===== config.mk =====
export PLATFORM = sky130hd
export DESIGN_NAME = usr_shift_top
export DESIGN_NICKNAME = d
export VERILOG_FILES = /design/src/usr_pkg.sv /design/src/usr_fifo.sv /design/src/usr_shift_core.sv /design/src/usr_shift_top.sv
export VERILOG_INCLUDE_DIRS = /design/src /design/src/src
export SDC_FILE = /design/constraint.sdc
export NUM_CORES = 1
export LEC_CHECK = 0
export BUFFER_PORTS_ARGS = -buffer_cell sky130_fd_sc_hd__clkbuf_2
export CAP_MARGIN = 20
export CORE_MARGIN = 3
export CORE_UTILIZATION = 60
export DETAILED_ROUTE_END_ITERATION = 10
export HOLD_SLACK_MARGIN = 0.03
export PLACE_DENSITY = 0.83
export SKIP_LAST_GASP = 1
export SLEW_MARGIN = 25
export SYNTH_ARGS = -nofsm -noshare
export SYNTH_HDL_FRONTEND = slang
export SYNTH_SLANG_ARGS = --single-unit

===== constraint.sdc =====
create_clock -name sys_clk -period 10.1 [get_ports sys_clk]
set_clock_uncertainty 0.1 [all_clocks]
set_input_delay 3.03 -clock sys_clk [delete_from_list [all_inputs] [get_ports sys_clk]]
set_output_delay 3.03 -clock sys_clk [all_outputs]
set_load 0.01 [all_outputs]

===== src/usr_consts.svh =====
// constants for the universal shift register block: offsets, fields, resets
`ifndef USR_CONSTS_SVH
`define USR_CONSTS_SVH
`define USR_AXI_AW 12
`define USR_STAGES 8
`define USR_FIFO_W 8
`define USR_FIFO_D 16
`define USR_LEVEL_W 5
`define USR_OFF_CTRL 12'h000
`define USR_OFF_STAGES 12'h004
`define USR_OFF_FIFO 12'h008
`define USR_OFF_STAT 12'h00C
`define USR_CTRL_VARIANT 0
`define USR_CTRL_CAPEN 1
`define USR_CTRL_RST_CAPEN 1'b1
`define USR_FIFO_VALID 8
`define USR_STAT_FULL 5
`define USR_STAT_EMPTY 6
`define USR_STAT_OVF 7
`define USR_RESP_OKAY 2'h0
`define USR_RESP_SLVERR 2'h2
`endif


===== src/usr_pkg.sv =====
// types shared by the universal shift register block
package usr_pkg;
   // which of the two register personalities the stages follow
   typedef enum logic {USR_VAR_BIDIR, USR_VAR_JK} usr_variant_e;
   typedef logic [7:0] usr_stage_t;
   // register decode result
   typedef enum logic [2:0] {
      REG_CTRL, REG_STAGES, REG_FIFO, REG_STAT, REG_NONE
   } usr_reg_e;
endpackage


===== src/usr_fifo.sv =====
// synchronous fifo with valid/ready on both sides
`timescale 1ns/10ps
module usr_fifo #(
   parameter int W = 8,
   parameter int D = 16
) (
   input wire logic clk,
   input wire logic rstN,
   input wire logic inValid,
   output logic inReady,
   input wire logic [W-1:0] inData,
   output logic outValid,
   input wire logic outReady,
   output logic [W-1:0] outData,
   output logic [$clog2(D):0] level
);
   localparam int AW = $clog2(D);
   typedef struct packed {
      logic [D-1:0][W-1:0] mem;
      logic [AW-1:0] wPtr;
      logic [AW-1:0] rPtr;
      logic [AW:0] count;
   } usr_fifo_s;
   usr_fifo_s s_q;
   usr_fifo_s s_d;
   logic doPush;
   logic doPop;

   // flags come from the count register, so full and empty are exact
   assign inReady = (s_q.count != (AW+1)'(D));
   assign outValid = (s_q.count != '0);
   assign outData = s_q.mem[s_q.rPtr];
   assign level = s_q.count;
   assign doPush = inValid & inReady;
   assign doPop = outValid & outReady;

   // pointers wrap at D-1 so a depth that is not a power of two works
   always_comb begin
      s_d = s_q;
      if (doPush) begin
         s_d.mem[s_q.wPtr] = inData;
         s_d.wPtr = (s_q.wPtr == AW'(D-1)) ? '0 : s_q.wPtr + 1'b1;
      end
      if (doPop) begin
         s_d.rPtr = (s_q.rPtr == AW'(D-1)) ? '0 : s_q.rPtr + 1'b1;
      end
      s_d.count = s_q.count + (AW+1)'(doPush) - (AW+1)'(doPop);
   end

   always_ff @(posedge clk or negedge rstN) begin
      if (!rstN) begin
         s_q <= '0;
      end else begin
         s_q <= s_d;
      end
   end
endmodule


===== src/usr_shift_core.sv =====
// next-state logic of the eight stages for both variants
`timescale 1ns/10ps
module usr_shift_core
   import usr_pkg::*;
(
   input wire usr_variant_e variant,
   input wire usr_stage_t stages,
   input wire logic modeSelLo,
   input wire logic modeSelHi,
   input wire logic serRight,
   input wire logic serLeft,
   input wire logic moveOrFillSel,
   input wire logic jIn,
   input wire logic kBarIn,
   input wire usr_stage_t parData,
   output usr_stage_t nextStages
);
   logic firstIn;
   logic jkFirst;

   // hold, clear, set or toggle of the first stage from the serial pair
   assign jkFirst = (jIn & ~stages[0]) | (kBarIn & stages[0]);
   assign firstIn = (variant == USR_VAR_BIDIR) ? serRight : jkFirst;

   // one mux per stage; index 0 is q_first, index 7 is q_last
   for (genvar i = 0; i < 8; i++) begin : g_stage
      logic towardLast;
      logic towardFirst;
      if (i == 0) begin : g_head
         assign towardLast = firstIn;
      end else begin : g_body
         assign towardLast = stages[i-1];
      end
      if (i == 7) begin : g_tail
         assign towardFirst = serLeft;
      end else begin : g_mid
         assign towardFirst = stages[i+1];
      end
      always_comb begin
         if (variant == USR_VAR_BIDIR) begin
            case ({modeSelHi, modeSelLo})
               2'b11: nextStages[i] = parData[i];
               2'b01: nextStages[i] = towardLast;
               2'b10: nextStages[i] = towardFirst;
               default: nextStages[i] = stages[i];
            endcase
         end else begin
            nextStages[i] = moveOrFillSel ? towardLast : parData[i];
         end
      end
   end
endmodule


===== src/usr_shift_top.sv =====
// eight-stage universal shift register, axi4-lite status, capture fifo
//
// Operation
// - a low clear input forces all eight stages low, whatever else is set.
// - bidirectional, both mode selects high: a rise loads all 8 data bits.
// - bidir, lo select only: move toward q_last, q_first takes serRight.
// - bidir, hi select only: move toward q_first, q_last takes serLeft.
// - bidir, both mode selects low: clock rises are ignored, stages hold.
// - jk variant, moveOrFillSel high, uninhibited: a rise shifts to q_last.
// - in that shift q_first holds, clears, sets or toggles from the J/K pair.
// - the two clock inputs of the second variant are interchangeable.
// - either clock pin high blocks clocking; with one low the other clocks.
//
// Added by the designer: the address map and the AXI4-Lite register port.
`timescale 1ns/10ps
`include "usr_consts.svh"
module usr_shift_top
   import usr_pkg::*;
(
   input wire logic sys_clk,
   input wire logic arst_n,
   // shift register pins, synchronous to sys_clk
   input wire logic clearN,
   input wire logic devClkA,
   input wire logic devClkB,
   input wire logic modeSelLo,
   input wire logic modeSelHi,
   input wire logic serRight,
   input wire logic serLeft,
   input wire logic moveOrFillSel,
   input wire logic jIn,
   input wire logic kBarIn,
   input wire logic [7:0] parData,
   output logic [7:0] qStages,
   output logic captureRdy,
   // axi4-lite slave
   input wire logic [`USR_AXI_AW-1:0] s_axi_awaddr,
   input wire logic s_axi_awvalid,
   output logic s_axi_awready,
   input wire logic [31:0] s_axi_wdata,
   input wire logic [3:0] s_axi_wstrb,
   input wire logic s_axi_wvalid,
   output logic s_axi_wready,
   output logic [1:0] s_axi_bresp,
   output logic s_axi_bvalid,
   input wire logic s_axi_bready,
   input wire logic [`USR_AXI_AW-1:0] s_axi_araddr,
   input wire logic s_axi_arvalid,
   output logic s_axi_arready,
   output logic [31:0] s_axi_rdata,
   output logic [1:0] s_axi_rresp,
   output logic s_axi_rvalid,
   input wire logic s_axi_rready
);

   ////////////////////////////////////////////////////////////////////////////
   // state and types

   typedef struct packed {
      logic clkPrev;
      usr_stage_t stages;
      usr_variant_e variant;
      logic capEn;
      logic pushValid;
      usr_stage_t pushData;
      logic ovf;
      logic capRdy;
      logic awRdy;
      logic [`USR_AXI_AW-1:0] awAddr;
      logic wRdy;
      logic [31:0] wData;
      logic [3:0] wStrb;
      logic bValid;
      logic [1:0] bResp;
      logic arRdy;
      logic rValid;
      logic [31:0] rData;
      logic [1:0] rResp;
   } usr_top_s;

   // address channels come up ready, capture comes up enabled; the clock
   // history starts high because the pins rest high, so a pin that is
   // already high when reset lifts is not mistaken for a rise
   localparam usr_top_s TOP_RST = '{
      clkPrev: 1'b1,
      variant: USR_VAR_BIDIR,
      capEn: `USR_CTRL_RST_CAPEN,
      awRdy: 1'b1,
      wRdy: 1'b1,
      arRdy: 1'b1,
      default: '0
   };

   usr_top_s s_q;
   usr_top_s s_d;
   logic [1:0] rstSync_q;
   logic rstN;
   logic clkNow;
   logic devEdge;
   usr_stage_t coreNext;
   logic fifoInReady;
   logic fifoOutValid;
   logic fifoPop;
   logic [7:0] fifoOutData;
   logic [`USR_LEVEL_W-1:0] fifoLevel;
   usr_reg_e wrIdx;
   usr_reg_e rdIdx;
   logic [31:0] rdWord;

   ////////////////////////////////////////////////////////////////////////////
   // decode shared by the write and read paths

   // exact match only, so misaligned addresses fall into the unmapped case
   function automatic usr_reg_e regIndex(
      input logic [`USR_AXI_AW-1:0] addr
   );
      case (addr)
         `USR_OFF_CTRL: regIndex = REG_CTRL;
         `USR_OFF_STAGES: regIndex = REG_STAGES;
         `USR_OFF_FIFO: regIndex = REG_FIFO;
         `USR_OFF_STAT: regIndex = REG_STAT;
         default: regIndex = REG_NONE;
      endcase
   endfunction

   ////////////////////////////////////////////////////////////////////////////
   // reset release

   // two flops so the release of arst_n never lands near a clock edge
   always_ff @(posedge sys_clk or negedge arst_n) begin
      if (!arst_n) begin
         rstSync_q <= 2'b00;
      end else begin
         rstSync_q <= {rstSync_q[0], 1'b1};
      end
   end
   assign rstN = rstSync_q[1];

   ////////////////////////////////////////////////////////////////////////////
   // stage logic and capture fifo

   // the bidirectional part has one clock pin; the other variant ors both
   // pins so either held high blocks every rise of its partner
   assign clkNow = (s_q.variant == USR_VAR_BIDIR) ?
                   devClkA : (devClkA | devClkB);
   // a rise is a low sample followed by a high one; a level never counts
   assign devEdge = clkNow & ~s_q.clkPrev;

   usr_shift_core u_core (
      .variant(s_q.variant),
      .stages(s_q.stages),
      .modeSelLo(modeSelLo),
      .modeSelHi(modeSelHi),
      .serRight(serRight),
      .serLeft(serLeft),
      .moveOrFillSel(moveOrFillSel),
      .jIn(jIn),
      .kBarIn(kBarIn),
      .parData(parData),
      .nextStages(coreNext)
   );

   // every stage change made by a clock rise is queued for software
   // limitation: only seventeen rises are buffered, sixteen in the fifo and one in the holding slot; a slow reader loses the
   // middle of a burst and finds the overflow flag set
   usr_fifo #(
      .W(`USR_FIFO_W),
      .D(`USR_FIFO_D)
   ) u_fifo (
      .clk(sys_clk),
      .rstN(rstN),
      .inValid(s_q.pushValid),
      .inReady(fifoInReady),
      .inData(s_q.pushData),
      .outValid(fifoOutValid),
      .outReady(fifoPop),
      .outData(fifoOutData),
      .level(fifoLevel)
   );

   ////////////////////////////////////////////////////////////////////////////
   // register decode and read word

   assign wrIdx = regIndex(s_q.awAddr);
   assign rdIdx = regIndex(s_axi_araddr);
   // a read of the data word pops the fifo in the cycle the address is taken
   // the pop and the sampled head share one edge, so a read never skips or
   // repeats a word even when a capture lands in the same cycle
   assign fifoPop = s_axi_arvalid & s_q.arRdy & (rdIdx == REG_FIFO);

   // unmapped and reserved bits read as zero
   // status bits are live, so software sees the fifo as it is at the take
   always_comb begin
      rdWord = 32'h0000_0000;
      case (rdIdx)
         REG_CTRL: begin
            rdWord[`USR_CTRL_VARIANT] = (s_q.variant == USR_VAR_JK);
            rdWord[`USR_CTRL_CAPEN] = s_q.capEn;
         end
         REG_STAGES: begin
            rdWord[7:0] = s_q.stages;
         end
         REG_FIFO: begin
            rdWord[7:0] = fifoOutValid ? fifoOutData : 8'h00;
            rdWord[`USR_FIFO_VALID] = fifoOutValid;
         end
         REG_STAT: begin
            rdWord[`USR_LEVEL_W-1:0] = fifoLevel;
            rdWord[`USR_STAT_FULL] = ~fifoInReady;
            rdWord[`USR_STAT_EMPTY] = ~fifoOutValid;
            rdWord[`USR_STAT_OVF] = s_q.ovf;
         end
         default: begin
            rdWord = 32'h0000_0000;
         end
      endcase
   end

   ////////////////////////////////////////////////////////////////////////////
   // next state

   always_comb begin
      s_d = s_q;
      s_d.clkPrev = clkNow;
      s_d.capRdy = fifoInReady;

      // an accepted capture frees the holding slot
      if (s_q.pushValid && fifoInReady) begin
         s_d.pushValid = 1'b0;
      end

      // clear overrides everything, including a coincident clock rise
      if (!clearN) begin
         s_d.stages = 8'h00;
      end else if (devEdge) begin
         // mode pins are taken at the rise; the driver keeps them steady
         // around it, so sampling here sees settled levels
         s_d.stages = coreNext;
         if (s_q.capEn) begin
            // a slot still waiting on a full fifo is overwritten: newest wins
            if (s_q.pushValid && !fifoInReady) begin
               s_d.ovf = 1'b1;
            end
            s_d.pushValid = 1'b1;
            s_d.pushData = coreNext;
         end
      end

      // write address and data are taken independently, in either order
      // one write at a time: both stay closed until the response is taken
      if (s_axi_awvalid && s_q.awRdy) begin
         s_d.awRdy = 1'b0;
         s_d.awAddr = s_axi_awaddr;
      end
      if (s_axi_wvalid && s_q.wRdy) begin
         s_d.wRdy = 1'b0;
         s_d.wData = s_axi_wdata;
         s_d.wStrb = s_axi_wstrb;
      end

      // both halves held and no response outstanding: perform the write
      if (!s_q.awRdy && !s_q.wRdy && !s_q.bValid) begin
         s_d.bValid = 1'b1;
         s_d.bResp = `USR_RESP_OKAY;
         case (wrIdx)
            REG_CTRL: begin
               if (s_q.wStrb[0]) begin
                  s_d.variant = usr_variant_e'(s_q.wData[`USR_CTRL_VARIANT]);
                  s_d.capEn = s_q.wData[`USR_CTRL_CAPEN];
               end
            end
            REG_STAT: begin
               // writing one clears; an overflow in the same cycle survives
               // the clear goes first and the set path is weighed after it
               if (s_q.wStrb[0] && s_q.wData[`USR_STAT_OVF]) begin
                  s_d.ovf = 1'b0;
                  if (!clearN || !devEdge || !s_q.capEn) begin
                     s_d.ovf = 1'b0;
                  end else if (s_q.pushValid && !fifoInReady) begin
                     s_d.ovf = 1'b1;
                  end
               end
            end
            REG_STAGES, REG_FIFO: begin
               // read-only words accept and ignore the write
               s_d.bResp = `USR_RESP_OKAY;
            end
            default: begin
               s_d.bResp = `USR_RESP_SLVERR;
            end
         endcase
      end

      // response taken: reopen both write channels
      if (s_q.bValid && s_axi_bready) begin
         s_d.bValid = 1'b0;
         s_d.awRdy = 1'b1;
         s_d.wRdy = 1'b1;
      end

      // read: answer one cycle after the address is taken
      // the word is latched at the take so a later pop cannot alter it
      if (s_axi_arvalid && s_q.arRdy) begin
         s_d.arRdy = 1'b0;
         s_d.rValid = 1'b1;
         s_d.rData = rdWord;
         s_d.rResp = (rdIdx == REG_NONE) ?
                     `USR_RESP_SLVERR : `USR_RESP_OKAY;
      end
      if (s_q.rValid && s_axi_rready) begin
         s_d.rValid = 1'b0;
         s_d.arRdy = 1'b1;
      end
   end

   ////////////////////////////////////////////////////////////////////////////
   // state register

   // the synchronised reset keeps the struct and the fifo in step
   always_ff @(posedge sys_clk or negedge rstN) begin
      if (!rstN) begin
         s_q <= TOP_RST;
      end else begin
         s_q <= s_d;
      end
   end

   ////////////////////////////////////////////////////////////////////////////
   // outputs, all straight from the state register

   assign qStages = s_q.stages;
   assign captureRdy = s_q.capRdy;
   assign s_axi_awready = s_q.awRdy;
   assign s_axi_wready = s_q.wRdy;
   assign s_axi_bvalid = s_q.bValid;
   assign s_axi_bresp = s_q.bResp;
   assign s_axi_arready = s_q.arRdy;
   assign s_axi_rvalid = s_q.rValid;
   assign s_axi_rdata = s_q.rData;
   assign s_axi_rresp = s_q.rResp;
endmodule


Word-level counts from Yosys, hierarchy flattened --
Index checks and enable logic that the tools add are counted.
Storage, ports and cells: bits in registers 231, bits of input ports 85, logic and storage cells 172
Operators by class: add/sub/neg operators 4, magnitude comparators 3, equal/unequal tests 20, mux-type cells 61, bitwise logic cells 13, reduce and logical (&&, ||, !) cells 32
Operators with widths (number):
- bitwise mux 128 bit | 1
- == test 12 x 4 -> 1 bit, second input constant | 4
- 2-to-1 mux 8 bit | 5
- 2-to-1 mux 37 bit | 1
- 2-to-1 mux 36 bit | 1
- binary-select mux 8 bit (select 4 bit) | 1
- demux 8 bit (select 4 bit) | 1
- 2-to-1 mux 10 bit | 3
- 2-to-1 mux 1 bit | 29
- == test 12 x 3 -> 1 bit, second input constant | 2
- logical NOT 12 bit | 2
- one-hot mux 1 bit (3 select lines) | 8
- one-hot mux 3 bit (4 select lines) | 2
- one-hot mux 6 bit (3 select lines) | 1
- 2-to-1 mux 13 bit | 1
- == test 3 x 2 -> 1 bit, second input constant | 4
- logical AND 1 bit | 11
- less-than comparator 4 x 5 -> 1 bit, second input constant | 2
- adder 4 x 1 -> 4 bit, second input constant | 2
- == test 4 bit, second input constant | 2
- 2-to-1 mux 4 bit | 2
- one-hot mux 2 bit (4 select lines) | 1
- nonzero test 2 bit | 4
- bitwise AND 1 bit | 7
- 19 further kinds | 36

Logic depth before layout (Yosys ltp) --
depth after elaboration 12, depth in mapped cells 15

Hierarchy --
Synthesis repeated with hierarchy kept, for this count alone.
Second synthesis, totals: cells, all modules 729, area total of the unflattened synthesis 10082.2 µm²
By module, submodules not included:
- usr_fifo | times used 1, cells an instance 454, area each 6886.6 µm²
- usr_shift_top | times used 1, cells an instance 225, area each 2740.1 µm²
- usr_shift_core | times used 1, cells an instance 50, area each 455.4 µm²

Worst setup path after synthesis --
No wires, ideal clock.
path type input to register, from in s_axi_araddr[1], to reg u_fifo.s_q (netlist bit u_fifo.level[4]), arrival 5.178 ns, slack 4.699 ns, cell stages on the path 13, path buffers 1, path through nor4_1 > nand3_1 > or3_1 > buf_2 > inv_1 > ha_1 > inv_1 > ha_1 > fa_1 > a21oi_1 > nor2_1 > nor2_1 > xnor2_1
RTL lines:
- start, declared | line usr_shift_top.sv:47 | input wire logic [`USR_AXI_AW-1:0] s_axi_araddr,
- end signal, assigned | line usr_fifo.sv:52 | s_q <= '0;
- end signal, assigned | line usr_fifo.sv:54 | s_q <= s_d;
- end, declared | line usr_fifo.sv:24 | usr_fifo_s s_q;

==> metrics.md <==
| Metric | Value |
|---|---|
| CTS clk-pin slew, worst paths | ~0.06 ns |
| Endpoints failing setup | 0 |
| R2R Path Start | u_fifo.level[2] |
| Mapped Cells | 839 |
| Setup ws final | approximately 4.6 ns |
| Synth Warn # | 0 |
| Place WS | 4.27 ns |
| Multi-input logic area | between 0.003 and 0.004 sq mm |
| Slew @ Worst Pin | about 0.83 ns |
| #FFs+latches synth | 197 |
| Post-DP HPWL | between 10 and 15 mm |
| Power Density | ~170 mW/mm^2 |
| Nets | between 900 and 1,000 |
| Antenna violations before repair | 0 |
| Max clock buf depth | 2 |
| Gr ovfl total | 0 |
| CTS Hold Bufs | 0 |
| Worst-path maximum fanout | 13 |
| Max Freq | around 180 MHz |
| Worst Setup SP | s_axi_araddr[3] |
| Ant diodes | 0 |
| Setup crit start kind | input pin |
| EDFF count, synth | 0 |
| Wire per inst | ~19 microns |
| Asr flop ratio synth | 1.00 |
| Hold Crit Class | reg -> async |
| Setup TNS | 0 ns |
| Reg area | 0.00494 sq mm |
| Vias per cell | roughly 6.0 |
| Placed cells | 1,066 |
| Filler cell count in the final layout | 1,028 |
| Final non-filler cell total | 1,098 |
| CTS tree | built |
| Area Growth Syn to Fin | 9.75% |
| Largest net degree at the start of global routing | 79 |
| Worst vdd ir | around 130 uV |
| Fin. max-slew vios | 0 |
| CP required | just over 10 ns |
| Post-CTS setup buffer count | 0 |
| Maxcap violations | 0 |
| Number of global-route vias before repair | between 6,000 and 7,000 |
| Port-buffer cells | between 70 and 80 |
| Number of distinct library cells after synthesis | 51 |
| Post-layout min period | 5.51 ns |
| CP Class | in -> reg |
| DRT antenna net count | 0 |
| Initial DRC count | 693 |
| Mapped cell area | roughly 0.0094 sq mm |
| Die Width | 131 microns |
| TritonRoute pass-1 iters | 5 |
| Worst slew margin | 0.447 |
| Status | finished, final reports clean |
| Vias | roughly 6,500 |
| DRC | 0 |
| Final hold vios | 0 |
| Leak pwr | 4.82 nW |
| Clock sink count | roughly 200 |
| Die area | between 0.015 and 0.02 sq mm |
| Starting Density | 0.616 |
| GRT Total Usage | 0.244 |
| Endpoint type of the worst setup path | flip-flop |
| I/O Pins | roughly 140 |
| CTS HTree Levels | 4 |
| CP Data Arrival Time | 5.75 ns |
| Period utilization | 0.545 |
| Seq/Total Area, Yosys | 0.525 |
| CTS resizes | 0 |
| Num CTS Buffers | 17 |
| Main synth FF type | dfrtp_1 |
| Die Ht | roughly 130 microns |
| Routed WL | approximately 21 mm |
| Clk root buf | clkbuf_16 |
| Share of cells above drive strength 1 | 0.238 |
| GP Congestion | between 0.8 and 0.9 |
| Row count | 45 |
| Avg Cell Area, Syn | roughly 11 sq um |
| Core area | between 0.015 and 0.02 sq mm |
| Worst skew pair latency | around 0.43 ns |
| RSZ-0062 raised after global routing | false |
| First-pass GRT wire length | approximately 33 mm |
-- layout make-up --
| type | count | share of cell area |
|---|---|---|
| Sequential cell | 197 | 0.479 |
| Multi-Input combinational cell | 543 | 0.379 |
| Clock buffer | 23 | 0.0454 |
| Tap cell | 211 | 0.0256 |
| Timing Repair Buffer | 83 | 0.0421 |
| Inverter | 32 | 0.0116 |
| Clock inverter | 9 | 0.0170 |
-- per-stage QoR --
stage          power (mW)  hold slack [ns]   util  cell area [sq um]
2_1_floorplan        1.03            0.231      -               9490
3_3_place_gp         1.07            0.235  0.634               9670
3_5_place_dp         1.08            0.244  0.634               9670
4_1_cts              1.81            0.259  0.676              10300
5_1_grt              1.87            0.276  0.676              10300
6_report             1.80            0.248  0.676              10300
-- power breakdown --
| group | total [mW] | switching [mW] | internal (mW) | leakage, nW |
|---|---|---|---|---|
| registers | 0.891 | 0.0449 | 0.846 | 2.63 |
| logic | 0.177 | 0.0961 | 0.0813 | 1.88 |
| clock network | 0.732 | 0.280 | 0.452 | 0.307 |
| total | 1.80 | 0.421 | 1.38 | 4.82 |
-- worst max-delay path: stages --
cell	delay, ns
clkbuf_2	0.28
or3b_2	0.50
or3_1	0.49
inv_1	0.17
ha_1	0.14
inv_1	0.04
ha_1	0.20
fa_1	0.42
a21oi_1	0.17
nor2_1	0.06
nor2_1	0.12
xnor2_1	0.13
-- worst paths after layout --
path / cells after the start / slack (ns) / end
max in group asynchronous: 1 / 7.52 / rstSync_q[1]
setup / recovery: 12 / 4.59 / u_fifo.level[4]
setup reg to reg: 14 / 6.66 / u_fifo.level[4]
hold / removal: 0 / 0.25 / u_fifo.s_q[116]
min in group sys_clk: 0 / 0.25 / rstSync_q[1]
hold reg to reg: 0 / 0.25 / u_fifo.s_q[116]
-- cells in the mapped netlist (3+ instances only) --
master,n,share of area
nor2b_1,3,0.0020
buf_2,11,0.0059
buf_4,44,0.035
o221ai_1,6,0.0056
nand2_1,132,0.053
dfrtp_1,192,0.51
inv_1,32,0.013
a21o_1,3,0.0024
or3_1,3,0.0020
o21ai_0,119,0.063
ha_1,11,0.015
nand2b_1,3,0.0020
nor3_1,8,0.0043
a21oi_1,17,0.0091
nor2_1,11,0.0044
and2_1,3,0.0020
mux4_2,32,0.077
a22oi_1,9,0.0072
mux2_2,54,0.065
o22ai_1,6,0.0040
xnor2_1,4,0.0037
o22a_1,5,0.0047
dfstp_2,5,0.014
mux2i_1,37,0.039
nand3_1,22,0.012
clkbuf_1,34,0.014
-- cells by family (layout without fill, tap and decap cells) --
family | count (synthesis) | count (layout) | synth area share
DFF | 197 | 197 | 0.525
buffers and inverters | 123 | 147 | 0.0682
AOI/OAI and AO/OA | 175 | 175 | 0.105
and+or+nand+nor | 199 | 199 | 0.0947
muxes | 125 | 125 | 0.184
other | 2 | 26 | 0.000799
adders and majority gates | 12 | 12 | 0.0168
xor gates and xnor gates | 6 | 6 | 0.00559
-- registers in the layout (all words and copies together), names as in the netlist --
signal         flops
s_axi_wready       1
s_axi_rresp        1
s_axi_arready      1
rstSync_q          2
u_fifo.level       5
s_axi_rvalid       1
u_fifo.s_q       136
captureRdy         1
qStages            8
s_axi_awready      1
s_axi_bvalid       1
s_axi_rdata        9
s_axi_bresp        1
s_q               29
-- placed cells by master (no fill, tap or decap), types with 5 or more instances in the layout --
| cell type | instances |
|---|---|
| o22ai_1 | 6 |
| o221ai_1 | 6 |
| nor2_1 | 11 |
| bufinv_16 | 5 |
| clkbuf_16 | 17 |
| nand3_1 | 22 |
| buf_4 | 5 |
| dfstp_2 | 5 |
| inv_1 | 32 |
| ha_1 | 11 |
| o22a_1 | 5 |
| mux2_2 | 54 |
| a21oi_1 | 17 |
| dfrtp_1 | 190 |
| nor3_1 | 8 |
| a22oi_1 | 9 |
| nand2_1 | 132 |
| o21ai_0 | 119 |
| mux4_2 | 32 |
| clkbuf_2 | 77 |
| mux2i_1 | 37 |
| conb_1 | 26 |
-- layer usage --
layer / GRT usage / part of all wire / vias to the layer above
met3: 0.0555 / 0.061 / 53
met5: 0 / 0 / -
li1: - / - / 2957
met4: 0.102 / 0.029 / 0
met2: 0.407 / 0.50 / 232
met1: 0.313 / 0.41 / 3300
(Power assumes the default switching activity.)
